### src/panel_supply_pkg.sv
package panel_supply_pkg;

   // register byte offsets
   localparam logic [11:0] ctrl_off = 12'h000;
   localparam logic [11:0] status_off = 12'h004;
   localparam logic [11:0] ramp_off = 12'h008;
   localparam logic [11:0] fault_cnt_off = 12'h00c;

   // control register fields
   localparam int ctrl_shutdown_n_bit = 0;
   localparam int ctrl_gate_select_bit = 1;
   localparam int ctrl_stress_bit = 2;
   localparam logic [31:0] ctrl_reset = 32'h0000_0000;

   // timing
   localparam int clk_period_ps = 5000;
   localparam int soft_start_us = 3000;
   localparam int fault_time_us = 55000;
   localparam int ramp_steps = 128;
   localparam int soft_start_cycles = soft_start_us * 1000 / (clk_period_ps / 1000) / 1000 * 1000 / 1000;
   localparam int step_cycles_calc = (soft_start_us * 1000 / 5) / ramp_steps;
   localparam int fault_cycles_calc = fault_time_us * 1000 / 5;

   // reference codes, 10 mV per lsb of an 8 bit dac
   localparam logic [7:0] ref_neg_start = 8'h7d;
   localparam logic [7:0] ref_neg_final = 8'h19;
   localparam logic [7:0] ref_pos_final = 8'h7d;

   typedef enum logic [2:0] {
      st_off,
      st_ref_up,
      st_boost_delay,
      st_boost_ss,
      st_neg_ss,
      st_gate_delay,
      st_pos_ss,
      st_run
   } seq_state_e;

   typedef struct packed {
      logic ref_ok;
      logic boost_delay_reached;
      logic boost_in_reg;
      logic neg_in_reg;
      logic gate_delay_reached;
      logic pos_in_reg;
   } analog_in_s;

   typedef struct packed {
      logic boost_uv;
      logic neg_above_fault;
      logic pos_uv;
   } fault_in_s;

endpackage

### src/panel_supply_sequencer.sv
// Implementation choices: register access over APB and the placing of the registers.
`timescale 1ns/1ps
`default_nettype none

// Notes on behaviour
// rising edge, feedback high: low side on
// falling edge: low off, high side on
// feedback low at rising edge: skip edge
// negative reference ramps down, 128 steps, 3ms
// negative feedback above 450mV 55ms: fault
// gate select picks pump or drain path
// gate switch after delay node; else pulldown
// thermal latch kills all, power cycle only
// amplifiers and reference on after lockout
// charge boost delay, then boost soft-start
// boost regulating: boost fault on, negative pump
// negative regulating: its fault, gate delay charge
// positive fault detection after positive regulates
// shutdown low disables boost, pumps, gate switch
// any fault 55ms continuously sets fault latch
// fault latch: only reference, amplifiers; toggle clears
// stress test fixes positive pump at 30V
// stress test pulls stress feedback pulldown low
// stress test keeps negative pump normal
// positive reference ramps up, 128 steps, 3ms
// timers count oscillator clock; clear without fault (the code counts pclk cycles, not osc)
// thermal latch independent of ordinary fault latch
module panel_supply_sequencer #(
   parameter int step_cycles = panel_supply_pkg::step_cycles_calc,
   parameter int fault_cycles = panel_supply_pkg::fault_cycles_calc
) (
   // clock and reset (power-on)
   input wire logic pclk,
   input wire logic presetn,
   // apb slave
   input wire logic psel,
   input wire logic penable,
   input wire logic pwrite,
   input wire logic [11:0] paddr,
   input wire logic [31:0] pwdata,
   output logic [31:0] prdata,
   output logic pready,
   output logic pslverr,
   // analog comparators and oscillator
   input wire logic osc,
   input wire logic vcc_ok,
   input wire logic over_temp,
   input wire panel_supply_pkg::analog_in_s ana,
   input wire panel_supply_pkg::fault_in_s flt,
   input wire logic neg_feedback_high,
   // enables toward the analog blocks
   output logic amp_ref_en,
   output logic boost_delay_charge,
   output logic boost_en,
   output logic neg_pump_en,
   output logic gate_delay_charge,
   output logic pos_pump_en,
   output logic pos_fixed_30v,
   output logic [7:0] neg_ref_code,
   output logic [7:0] pos_ref_code,
   // switches
   output logic neg_low_side_switch,
   output logic neg_high_side_switch,
   output logic pos_path_switch,
   output logic drain_path_switch_a,
   output logic drain_path_switch_b,
   output logic gate_on_pulldown,
   output logic stress_feedback_pulldown_oe,
   output logic stress_feedback_pulldown_o,
   // status
   output logic fault_latched,
   output logic thermal_latched
);

   localparam int sw = $clog2(step_cycles + 1);
   localparam int fw = $clog2(fault_cycles + 1);

   panel_supply_pkg::seq_state_e state_q, state_d;
   logic [31:0] ctrl_q, ctrl_d;
   logic [31:0] prdata_q, prdata_d;
   logic pready_q, pready_d, pslverr_q, pslverr_d;
   logic fault_q, fault_d, therm_q, therm_d;
   logic shutdown_n_prev_q, shutdown_n_prev_d;
   logic [sw-1:0] step_q, step_d;
   logic [7:0] nref_q, nref_d, pref_q, pref_d;
   logic [6:0] nstep_q, nstep_d, pstep_q, pstep_d;
   logic nramp_done_q, nramp_done_d, pramp_done_q, pramp_done_d;
   logic [fw-1:0] ftmr_q, ftmr_d;
   logic osc_q, osc_d;
   logic low_q, low_d, high_q, high_d;
   logic gsw_q, gsw_d, pos_sw_q, pos_sw_d, drn_sw_q, drn_sw_d;
   logic pulldown_q, pulldown_d;
   logic stress_q, stress_d;
   logic [7:0] en_q, en_d;

   logic shutdown_n_n, stress, run_ok, fault_now, neg_fd, boost_fd, pos_fd;

   function automatic logic past(input panel_supply_pkg::seq_state_e s, input panel_supply_pkg::seq_state_e ref_s);
      past = (s >= ref_s);
   endfunction

   assign shutdown_n_n = ctrl_q[panel_supply_pkg::ctrl_shutdown_n_bit];
   assign stress = ctrl_q[panel_supply_pkg::ctrl_stress_bit];
   assign run_ok = shutdown_n_n && !fault_q && !therm_q;

   // apb slave, zero wait states
   always_comb begin
      ctrl_d = ctrl_q;
      prdata_d = prdata_q;
      pready_d = 1'b0;
      pslverr_d = 1'b0;
      if (psel && !penable) begin
         pready_d = 1'b1;
         if (paddr == panel_supply_pkg::ctrl_off) begin
            prdata_d = ctrl_q;
         end else if (paddr == panel_supply_pkg::status_off) begin
            prdata_d = {22'h0, therm_q, fault_q, ana.pos_in_reg, ana.neg_in_reg, ana.boost_in_reg,
                        state_q, vcc_ok, osc_q};
         end else if (paddr == panel_supply_pkg::ramp_off) begin
            prdata_d = {14'h0, pramp_done_q, nramp_done_q, pref_q, nref_q};
         end else if (paddr == panel_supply_pkg::fault_cnt_off) begin
            prdata_d = 32'(ftmr_q);
         end else begin
            prdata_d = 32'h0;
            pslverr_d = 1'b1;
         end
      end
      if (psel && penable && pready_q && pwrite && !pslverr_q && paddr == panel_supply_pkg::ctrl_off) begin
         ctrl_d = {29'h0, pwdata[2:0]};
      end
   end

   // sequencer, latches and timers
   always_comb begin
      state_d = state_q;
      fault_d = fault_q;
      therm_d = therm_q;
      shutdown_n_prev_d = shutdown_n_n;
      step_d = step_q;
      nref_d = nref_q;
      pref_d = pref_q;
      nstep_d = nstep_q;
      pstep_d = pstep_q;
      nramp_done_d = nramp_done_q;
      pramp_done_d = pramp_done_q;
      ftmr_d = ftmr_q;
      if (over_temp) begin
         therm_d = 1'b1;
      end
      if (shutdown_n_prev_q && !shutdown_n_n) begin
         fault_d = 1'b0;
      end
      if (!vcc_ok) begin
         state_d = panel_supply_pkg::st_off;
      end else if (!run_ok) begin
         state_d = (state_q == panel_supply_pkg::st_off) ? panel_supply_pkg::st_ref_up : state_q;
         if (past(state_q, panel_supply_pkg::st_boost_delay)) begin
            state_d = panel_supply_pkg::st_boost_delay;
         end
      end else begin
         case (state_q)
            panel_supply_pkg::st_off: state_d = panel_supply_pkg::st_ref_up;
            panel_supply_pkg::st_ref_up: if (ana.ref_ok) state_d = panel_supply_pkg::st_boost_delay;
            panel_supply_pkg::st_boost_delay: if (ana.boost_delay_reached) state_d = panel_supply_pkg::st_boost_ss;
            panel_supply_pkg::st_boost_ss: if (ana.boost_in_reg) state_d = panel_supply_pkg::st_neg_ss;
            panel_supply_pkg::st_neg_ss: if (ana.neg_in_reg && nramp_done_q) state_d = panel_supply_pkg::st_gate_delay;
            panel_supply_pkg::st_gate_delay: if (ana.gate_delay_reached) state_d = panel_supply_pkg::st_pos_ss;
            panel_supply_pkg::st_pos_ss: if ((ana.pos_in_reg || stress) && pramp_done_q) state_d = panel_supply_pkg::st_run;
            default: state_d = state_q;
         endcase
      end
      // soft-start ramps restart on each enable
      if (!past(state_q, panel_supply_pkg::st_neg_ss) || !run_ok) begin
         nref_d = panel_supply_pkg::ref_neg_start;
         nstep_d = 7'h00;
         nramp_done_d = 1'b0;
      end
      if (!past(state_q, panel_supply_pkg::st_pos_ss) || !run_ok) begin
         pref_d = 8'h00;
         pstep_d = 7'h00;
         pramp_done_d = 1'b0;
      end
      if (past(state_q, panel_supply_pkg::st_neg_ss) && run_ok) begin
         if (step_q == sw'(step_cycles - 1)) begin
            step_d = '0;
         end else begin
            step_d = step_q + 1'b1;
         end
         if (step_q == sw'(step_cycles - 1)) begin
            if (!nramp_done_q) begin
               nstep_d = nstep_q + 1'b1;
               // product kept at 16 bits so that the step size does not wrap
               nref_d = 8'(panel_supply_pkg::ref_neg_start - 8'(((16'(nstep_q) + 16'h0001) * 16'h0064) >> 7));
               nramp_done_d = (nstep_q == 7'h7f);
            end
            if (past(state_q, panel_supply_pkg::st_pos_ss) && !pramp_done_q) begin
               pstep_d = pstep_q + 1'b1;
               pref_d = 8'(((16'(pstep_q) + 16'h0001) * 16'(panel_supply_pkg::ref_pos_final)) >> 7);
               pramp_done_d = (pstep_q == 7'h7f);
            end
         end
      end else begin
         step_d = '0;
      end
      if (nramp_done_q) begin
         nref_d = panel_supply_pkg::ref_neg_final;
      end
      // fault timer
      if (fault_now && run_ok) begin
         ftmr_d = ftmr_q + 1'b1;
         if (ftmr_q == fw'(fault_cycles - 1)) begin
            fault_d = 1'b1;
            ftmr_d = '0;
         end
      end else begin
         ftmr_d = '0;
      end
   end

   assign boost_fd = past(state_q, panel_supply_pkg::st_neg_ss);
   assign neg_fd = past(state_q, panel_supply_pkg::st_gate_delay) && nramp_done_q;
   assign pos_fd = state_q == panel_supply_pkg::st_run && pramp_done_q && !stress;
   assign fault_now = (boost_fd && flt.boost_uv) || (neg_fd && flt.neg_above_fault) || (pos_fd && flt.pos_uv);

   // outputs, negative pump switching, gate switch
   always_comb begin
      osc_d = osc;
      low_d = low_q;
      high_d = high_q;
      en_d[0] = past(state_q, panel_supply_pkg::st_ref_up) && !therm_q;
      en_d[1] = state_q == panel_supply_pkg::st_boost_delay && run_ok;
      en_d[2] = past(state_q, panel_supply_pkg::st_boost_ss) && run_ok;
      en_d[3] = past(state_q, panel_supply_pkg::st_neg_ss) && run_ok;
      en_d[4] = past(state_q, panel_supply_pkg::st_gate_delay) && run_ok;
      en_d[5] = past(state_q, panel_supply_pkg::st_pos_ss) && run_ok;
      en_d[6] = stress && en_d[5];
      en_d[7] = 1'b0;
      gsw_d = past(state_q, panel_supply_pkg::st_pos_ss) && run_ok;
      pulldown_d = !gsw_d;
      pos_sw_d = gsw_d && ctrl_q[panel_supply_pkg::ctrl_gate_select_bit];
      drn_sw_d = gsw_d && !ctrl_q[panel_supply_pkg::ctrl_gate_select_bit];
      stress_d = stress && run_ok;
      if (!en_d[3]) begin
         low_d = 1'b0;
         high_d = 1'b0;
      end else if (osc && !osc_q) begin
         if (neg_feedback_high) begin
            low_d = 1'b1;
            high_d = 1'b0;
         end else begin
            low_d = 1'b0;
            high_d = 1'b1;
         end
      end else if (!osc && osc_q) begin
         low_d = 1'b0;
         high_d = 1'b1;
      end
   end

   always_ff @(posedge pclk or negedge presetn) begin
      if (!presetn) begin
         state_q <= panel_supply_pkg::st_off;
         ctrl_q <= panel_supply_pkg::ctrl_reset;
         prdata_q <= 32'h0;
         pready_q <= 1'b0;
         pslverr_q <= 1'b0;
         fault_q <= 1'b0;
         therm_q <= 1'b0;
         shutdown_n_prev_q <= 1'b0;
         step_q <= '0;
         nref_q <= panel_supply_pkg::ref_neg_start;
         pref_q <= 8'h00;
         nstep_q <= 7'h00;
         pstep_q <= 7'h00;
         nramp_done_q <= 1'b0;
         pramp_done_q <= 1'b0;
         ftmr_q <= '0;
         osc_q <= 1'b0;
         low_q <= 1'b0;
         high_q <= 1'b0;
         gsw_q <= 1'b0;
         pulldown_q <= 1'b1;
         pos_sw_q <= 1'b0;
         drn_sw_q <= 1'b0;
         stress_q <= 1'b0;
         en_q <= 8'h00;
      end else begin
         state_q <= state_d;
         ctrl_q <= ctrl_d;
         prdata_q <= prdata_d;
         pready_q <= pready_d;
         pslverr_q <= pslverr_d;
         fault_q <= fault_d;
         therm_q <= therm_d;
         shutdown_n_prev_q <= shutdown_n_prev_d;
         step_q <= step_d;
         nref_q <= nref_d;
         pref_q <= pref_d;
         nstep_q <= nstep_d;
         pstep_q <= pstep_d;
         nramp_done_q <= nramp_done_d;
         pramp_done_q <= pramp_done_d;
         ftmr_q <= ftmr_d;
         osc_q <= osc_d;
         low_q <= low_d;
         high_q <= high_d;
         gsw_q <= gsw_d;
         pulldown_q <= pulldown_d;
         pos_sw_q <= pos_sw_d;
         drn_sw_q <= drn_sw_d;
         stress_q <= stress_d;
         en_q <= en_d;
      end
   end

   assign prdata = prdata_q;
   assign pready = pready_q;
   assign pslverr = pslverr_q;
   assign amp_ref_en = en_q[0];
   assign boost_delay_charge = en_q[1];
   assign boost_en = en_q[2];
   assign neg_pump_en = en_q[3];
   assign gate_delay_charge = en_q[4];
   assign pos_pump_en = en_q[5];
   assign pos_fixed_30v = en_q[6];
   assign neg_ref_code = nref_q;
   assign pos_ref_code = pref_q;
   assign neg_low_side_switch = low_q;
   assign neg_high_side_switch = high_q;
   assign pos_path_switch = pos_sw_q;
   assign drain_path_switch_a = drn_sw_q;
   assign drain_path_switch_b = drn_sw_q;
   assign gate_on_pulldown = pulldown_q;
   assign stress_feedback_pulldown_oe = stress_q;
   assign stress_feedback_pulldown_o = 1'b0;
   assign fault_latched = fault_q;
   assign thermal_latched = therm_q;

endmodule

`default_nettype wire

### config.mk
export PLATFORM = sky130hd
export DESIGN_NAME = panel_supply_sequencer
export DESIGN_NICKNAME = d
export VERILOG_FILES = /design/src/panel_supply_pkg.sv /design/src/panel_supply_sequencer.sv
export SDC_FILE = /design/constraint.sdc
export NUM_CORES = 1
export LEC_CHECK = 0
export BUFFER_PORTS_ARGS = -buffer_cell sky130_fd_sc_hd__buf_2
export CAP_MARGIN = 20
export CORE_UTILIZATION = 57
export DETAILED_ROUTE_END_ITERATION = 12
export GPL_TIMING_DRIVEN = 0
export MAX_ROUTING_LAYER = met4
export PLACE_DENSITY = 0.81
export SETUP_SLACK_MARGIN = 0.1
export SYNTH_ARGS = -nofsm -noshare
export SYNTH_HDL_FRONTEND = slang
export SYNTH_SLANG_ARGS = --single-unit
### constraint.sdc
create_clock -name pclk -period 5.8 [get_ports pclk]
set_input_delay 0.58 -clock pclk [delete_from_list [all_inputs] [get_ports pclk]]
set_output_delay 0.58 -clock pclk [all_outputs]
set_load 0.02 [all_outputs]
==> metrics.txt, run 1 <==
I/O Buffers=slightly below 90; slew margin rel.=0.484; fmax=198 MHz; DP Worst Slack=749 ps; chip height=118 µm; initial antenna violation count=1; Comb pwr share=0.038; Detail Route Antenna Nets=0; Setup Fix Bufs, Post-CTS=0; Final Slew Violations=0; Max Cap Violations=0; Final period util=0.873; Worst-Margin Slew=774 ps; Synth Instances=801; Overflow after GRT=0; commonest non-fill, non-tap cell in the layout=dfrtp_1; first-pass GRT wire length=a little under 30000 µm; Final Setup Violations=0; FFs w/ async S/R, synth=1.00; worst r2r src=pstep_q[0]; Leak Pwr=between 4 and 5 nW; sequential power share=0.420; critical path fanouts, max=7; Worst-path clk slew=60 ps; DR WL/cell=between 15 and 20 µm; H-tree levels=4; Post-Syn Area=7680 µm²; RSZ-0062 raised after global routing=false; Req. time, crit path=between 6000 and 7000 ps; multi-input logic area=4330 µm²; most frequent cells in the layout=111 x dfrtp_1, 103 x nor2_1, 91 x buf_2; Clock Tree Buf Depth=2; minimum clock period=5060 ps; arrival time of the worst setup path=5360 ps; WL final=17300 µm; largest net degree at the start of global routing=75; reg2reg path depth=16; Warnings, synthesis=0; Num CTS Buffers=17; post-synthesis area per instance=9.58 µm²; 1st-iter DRT viols=384; Setup crit start kind=flip-flop; Area Growth Syn to Fin=17.3%; nets=1067; Clock Tree Root=clkbuf_16; total core area=between 10000 and 15000 µm²; Register Area=2960 µm²; effective utilization at floorplan=0.582; CTS resizes=0; status=finished, final reports clean; type of the worst setup path=reg2reg; register area share after synthesis=0.386; hold slack=roughly 81 ps; Die Wd=118 µm; sw power=about 430 µW; CTS tree=built; HPWL after DPL=13100 µm; drt drc=0; RD Place Congestion=0.879; Power Internal=roughly 1.5 mW; vias per inst=~5.5; ys flop type=dfrtp_1; power density over the cells=219 nW/µm²; Setup crit end kind=flip-flop; number of synthesized flops with an enable pin=0; Pre-antenna DRT Iters=5; cell row count=42; Max Clock Skew=7.85 ps; Final Hold Fails=0; part of the power in the clock network=0.542; Yosys cell types=62; r2r setup slk=740 ps; Seq cells post-synth=between 100 and 150; maximum vdd ir drop=0.168 mV; I/O Pins=around 130; # fillers=1028; layout cells sized above 1=0.170; overall global routing resource usage=0.278; clock latency on the worst-skew pair=420 ps; r2r endpoint=pos_ref_code[4]; Sw Share=0.219; total negative setup slack=0 ps; die area=13900 µm²; vias in the first global route=between 6000 and 7000; Via Count=about 6000; CTS sink cnt=118; class of the worst hold path=in2async; setup ws final=739 ps; Hold-fix buffers, CTS=0
## how the worst max path moves through the flow
stage	from	end	cells after the start
finish	pstep_q[0]	pos_ref_code[4]	16
CTS	pstep_q[0]	pos_ref_code[4]	16
detailed placement	pstep_q[0]	pos_ref_code[4]	16
global placement	pstep_q[0]	pos_ref_code[4]	16
global route	pstep_q[0]	pos_ref_code[4]	16
floorplan	pstep_q[0]	pos_ref_code[4]	16
## critical path: stages, from the launching register on
cell      delay (ps)
dfrtp_1          370
clkbuf_1         300
nand3_1          240
xnor2_1          500
inv_1            220
fa_1             610
fa_1             450
fa_1             490
fa_1             400
inv_1             70
ha_1             280
a21o_1           200
a41oi_1          300
nor2b_1          110
a21o_1           200
xnor2_1          120
o21ai_1           70
## per-stage QoR
stage | util | instances | area [µm²] | power (mW)
2_1_floorplan | - | 809 | 7710 | 0.876
3_3_place_gp | 0.634 | 1073 | 8370 | 0.912
3_5_place_dp | 0.637 | 1074 | 8400 | 0.916
4_1_cts | 0.683 | 1106 | 9000 | 1.98
5_1_grt | 0.683 | 1107 | 9000 | 2.02
6_report | 0.683 | 1107 | 9000 | 1.97
## state kept, by name, summed over array words and instances, names as in the netlist, 3 cells and up
| signal | flops |
|---|---|
| ftmr_q | 24 |
| prdata | 24 |
| step_q | 13 |
| neg_ref_code | 8 |
| pos_ref_code | 8 |
| en_q | 7 |
| nstep_q | 7 |
| pstep_q | 7 |
| ctrl_q | 3 |
| state_q | 3 |
## synth_stat cells, drive strengths merged, types with 4 or more instances
library cell,number,area (µm²)
nor2b,6,37.5
o21ai,33,165
mux2i,21,210
nor2,104,398
a21oi,29,145
nand4,15,93.8
and2,6,37.5
fa,19,380
or2,5,31.3
dfstp,7,184
and3,14,95.1
inv,65,244
nor4,6,56.3
xor2,40,350
ha,69,863
xnor2,44,393
o31a,4,36.3
or3,4,25.0
a22o,6,52.6
a21o,4,30.0
nor3,7,35.0
nand2b,5,31.3
clkbuf,20,75.1
nand3,30,150
dfrtp,111,2780
o31ai,8,60.1
nand2,64,240
buf,15,98.8
## metal layers
metal  up-vias  part of all wire  global-route usage
li1       2945                 -                   -
met1      2890              0.43               0.341
met2       186              0.49               0.451
met3        36             0.049              0.0528
met4         0             0.032               0.116
met5         -                 0                   -
## area by class of cell
type	count	area share
clock inverter	11	0.0167
clock buffer	21	0.0500
timing repair buffer	89	0.0527
antenna	1	0.000278
multi-input combinational	591	0.481
inverter	65	0.0271
tap	176	0.0245
buffer	35	0.0193
sequential	118	0.329
## power groups by stage
| stage | combinational [mW] | sequential, mW | clock (mW) |
|---|---|---|---|
| floorplan | 0.0336 | 0.843 | 0 |
| global placement | 0.0702 | 0.842 | 0 |
| detailed placement | 0.0739 | 0.842 | 0 |
| CTS | 0.0743 | 0.828 | 1.08 |
| global route | 0.0817 | 0.827 | 1.11 |
| finish | 0.0740 | 0.828 | 1.07 |
## kinds of logic (layout without fill, tap and decap cells)
| group | after synthesis | count (layout) | synth area share |
|---|---|---|---|
| and+or+nand+nor | 275 | 275 | 0.171 |
| DFF | 118 | 118 | 0.386 |
| adders and majority gates | 88 | 88 | 0.162 |
| muxes | 27 | 27 | 0.0406 |
| AOI/OAI and AO/OA | 108 | 108 | 0.0893 |
| other | 1 | 10 | 0.000488 |
| xor gates and xnor gates | 84 | 84 | 0.0968 |
| buffers and inverters | 100 | 221 | 0.0544 |
Note: power is estimated with default switching activity, not from simulation.
==> run 2: changes to the inputs <==
--- a/config.mk
+++ b/config.mk
@@ -5,13 +5,15 @@
 export SDC_FILE = /design/constraint.sdc
 export NUM_CORES = 1
 export LEC_CHECK = 0
-export BUFFER_PORTS_ARGS = -buffer_cell sky130_fd_sc_hd__buf_2
 export CAP_MARGIN = 20
-export CORE_UTILIZATION = 57
+export CELL_PAD_IN_SITES_DETAIL_PLACEMENT = 0
+export CELL_PAD_IN_SITES_GLOBAL_PLACEMENT = 1
+export CORE_UTILIZATION = 50
 export DETAILED_ROUTE_END_ITERATION = 12
+export DONT_BUFFER_PORTS = 1
 export GPL_TIMING_DRIVEN = 0
 export MAX_ROUTING_LAYER = met4
-export PLACE_DENSITY = 0.81
+export PLACE_DENSITY_LB_ADDON = 0.1
 export SETUP_SLACK_MARGIN = 0.1
 export SYNTH_ARGS = -nofsm -noshare
 export SYNTH_HDL_FRONTEND = slang
==> run 2 against run 1 <==
Compared with the run above: cell area shrank 5.0%; non-clock buffer count fell by 87; largest cell class unchanged; via count is 7.0% lower; register-to-register slack about the same; critical path depth is the same; sequential power barely moved; sequential share of layout area increased by 1.7 points; routed wire length increased by 1.0%; highest routed layer unchanged; hold slack got worse by 13 ps; clock power shrank 4%.
==> metrics.txt, run 2 (synthesis results as in run 1) <==
overall global routing resource usage=0.241 (-0.0369); Area Growth Syn to Fin=11.5%; maximum vdd ir drop=0.183 mV (+9.2%); CTS resizes=0 (unchanged); Clock Tree Root=clkbuf_16; RD Place Congestion=0.931 (+5.9%); type of the worst setup path=reg2reg; CTS sink cnt=118 (unchanged); sw power=436 µW (+1.1%); nets=980 (-8.2%); Final Hold Fails=0 (unchanged); drt drc=0 (unchanged); arrival time of the worst setup path=5350 ps (about the same); Setup Fix Bufs, Post-CTS=0 (unchanged); HPWL after DPL=13300 µm (+2.2%); M2 GR Usage=0.382 (-0.0689); Worst-path clk slew=60 ps (about the same); layout cells sized above 1=0.0854 (-0.0845); commonest non-fill, non-tap cell in the layout=dfrtp_1; first-pass GRT wire length=28900 µm (-2.3%); effective utilization at floorplan=0.520 (-0.0617); vias per inst=5.49 (+0.26%); Die Wd=126 µm (+6.7%); Clock Tree Buf Depth=2 (unchanged); status=finished, final reports clean; worst r2r src=pstep_q[0]; part of the power in the clock network=0.537 (-0.005); cell row count=44 (+4.8%); Max Cap Violations=0 (unchanged); Setup crit start kind=flip-flop; chip height=126 µm (+6.7%); r2r endpoint=pos_ref_code[4]; minimum clock period=5050 ps (-8.57 ps); H-tree levels=4 (unchanged); DR WL/cell=17.1 µm (+8.9%); Register Area=2960 µm² (unchanged); most frequent cells in the layout=111 x dfrtp_1, 103 x nor2_1, 69 x ha_1; gr busiest metal=met2; Final Slew Violations=0 (unchanged); Via Count=5634 (-7.0%); I/O Pins=129 (unchanged); Req. time, crit path=6090 ps (about the same); Pre-antenna DRT Iters=4 (-1); Detail Route Antenna Nets=0 (unchanged); total core area=14800 µm² (+12%); Comb pwr share=0.030 (-0.008); Overflow after GRT=0 (unchanged); Setup crit end kind=flip-flop; Final period util=0.871 (-0.00148); Power Internal=1.48 mW (-3.8%); die area=15900 µm² (+14%); total negative setup slack=0 ps (unchanged); GR Layer Usage met3=0.0523 (-0.000559); fmax=198 MHz (+0.17%); initial antenna violation count=0 (-1); Hold-fix buffers, CTS=2 (+2); WL final=17500 µm (+1.0%); Worst-Margin Slew=798 ps (+24.4 ps); Leak Pwr=4.05 nW (-9.1%); power density over the cells=224 nW/µm² (+2.3%); Final Setup Violations=0 (unchanged); Max Clock Skew=7.18 ps (-0.675 ps); class of the worst hold path=in2async; largest net degree at the start of global routing=112 (+49%); 1st-iter DRT viols=401 (+4.4%); r2r setup slk=750 ps (about the same); sequential power share=0.433 (+0.013); Sw Share=0.227 (+0.00859); CTS tree=built; diode count=0 (-1); Design Power=1.91 mW (-2.8%); # fillers=1309 (+27%); clock latency on the worst-skew pair=410 ps (about the same); I/O Buffers=0 (-100%); Num CTS Buffers=17 (unchanged); placed cells=993 (-7.5%); GR Util met1=0.309 (-0.0325); multi-input logic area=4330 µm² (unchanged); reg2reg path depth=16 (unchanged); RSZ-0062 raised after global routing=false; Finished Layout Cells=1027 (-7.2%); vias in the first global route=5687 (-7.2%); critical path fanouts, max=7 (unchanged); slew margin rel.=0.468 (-0.0163)
run 2: changes by cell type in the layout (fill, tap and decap cells not counted), sizes merged, moves of 2 or more:
cell,change
buf,-88
clkinv,+5
clkinvlp,-2
clkbuf,-3
run 2: stage by stage:
stage / hold slack, ps / instance area [µm²] / setup WS (ps) / utilization
final: 68.8 / 8560 / 747 / 0.580
after global routing: 95.2 / 8560 / 369 / 0.580
after CTS: 121 / 8560 / 721 / 0.580
after detailed placement: 289 / 7940 / 752 / 0.538
after global placement: 288 / 7940 / 785 / 0.538
after floorplan: 284 / 7710 / 1270 / -
run 2: power groups by stage:
stage                     combinational [mW]  sequential, mW  clock, mW
after global placement                0.0391           0.843          0
final                                 0.0582           0.828       1.03
after detailed placement              0.0398           0.843          0
after floorplan                       0.0336           0.843          0
after global routing                  0.0653           0.828       1.08
after CTS                             0.0595           0.828       1.04
run 2: layout make-up:
type	count	area share
sequential	118	0.346
clock inverter	14	0.0180
inverter	65	0.0285
multi-input combinational	591	0.506
timing repair buffer	2	0.00439
buffer	35	0.0203
tap	184	0.0269
clock buffer	18	0.0501
run 2: worst max-delay path by stage:
stage                      endpoint       start  slack (ps)
CTS                 pos_ref_code[4]  pstep_q[0]         720
global placement    pos_ref_code[4]  pstep_q[0]         790
global route        pos_ref_code[4]  pstep_q[0]         370
detailed placement  pos_ref_code[4]  pstep_q[0]         750
finish              pos_ref_code[4]  pstep_q[0]         750
floorplan           pos_ref_code[4]  pstep_q[0]        1270
run 2: routing by layer:
| metal | share of wire | vias to the layer above | wire (µm) |
|---|---|---|---|
| li1 | - | 2752 | - |
| met1 | 0.47 | 2732 | 8150 |
| met2 | 0.47 | 136 | 8180 |
| met3 | 0.053 | 14 | 920 |
| met4 | 0.015 | 0 | 261 |
| met5 | 0 | - | 0 |
run 2: worst max-delay path, stage by stage (launching register included):
cell and delay [ps]:
dfrtp_1 390, clkbuf_1 330, nand3_1 260, xnor2_1 470
inv_1 210, fa_1 600, fa_1 450, fa_1 490
fa_1 520, inv_1 40, ha_1 220, a21o_1 160
a41oi_1 280, nor2b_1 110, a21o_1 200, xnor2_1 140
o21ai_1 70
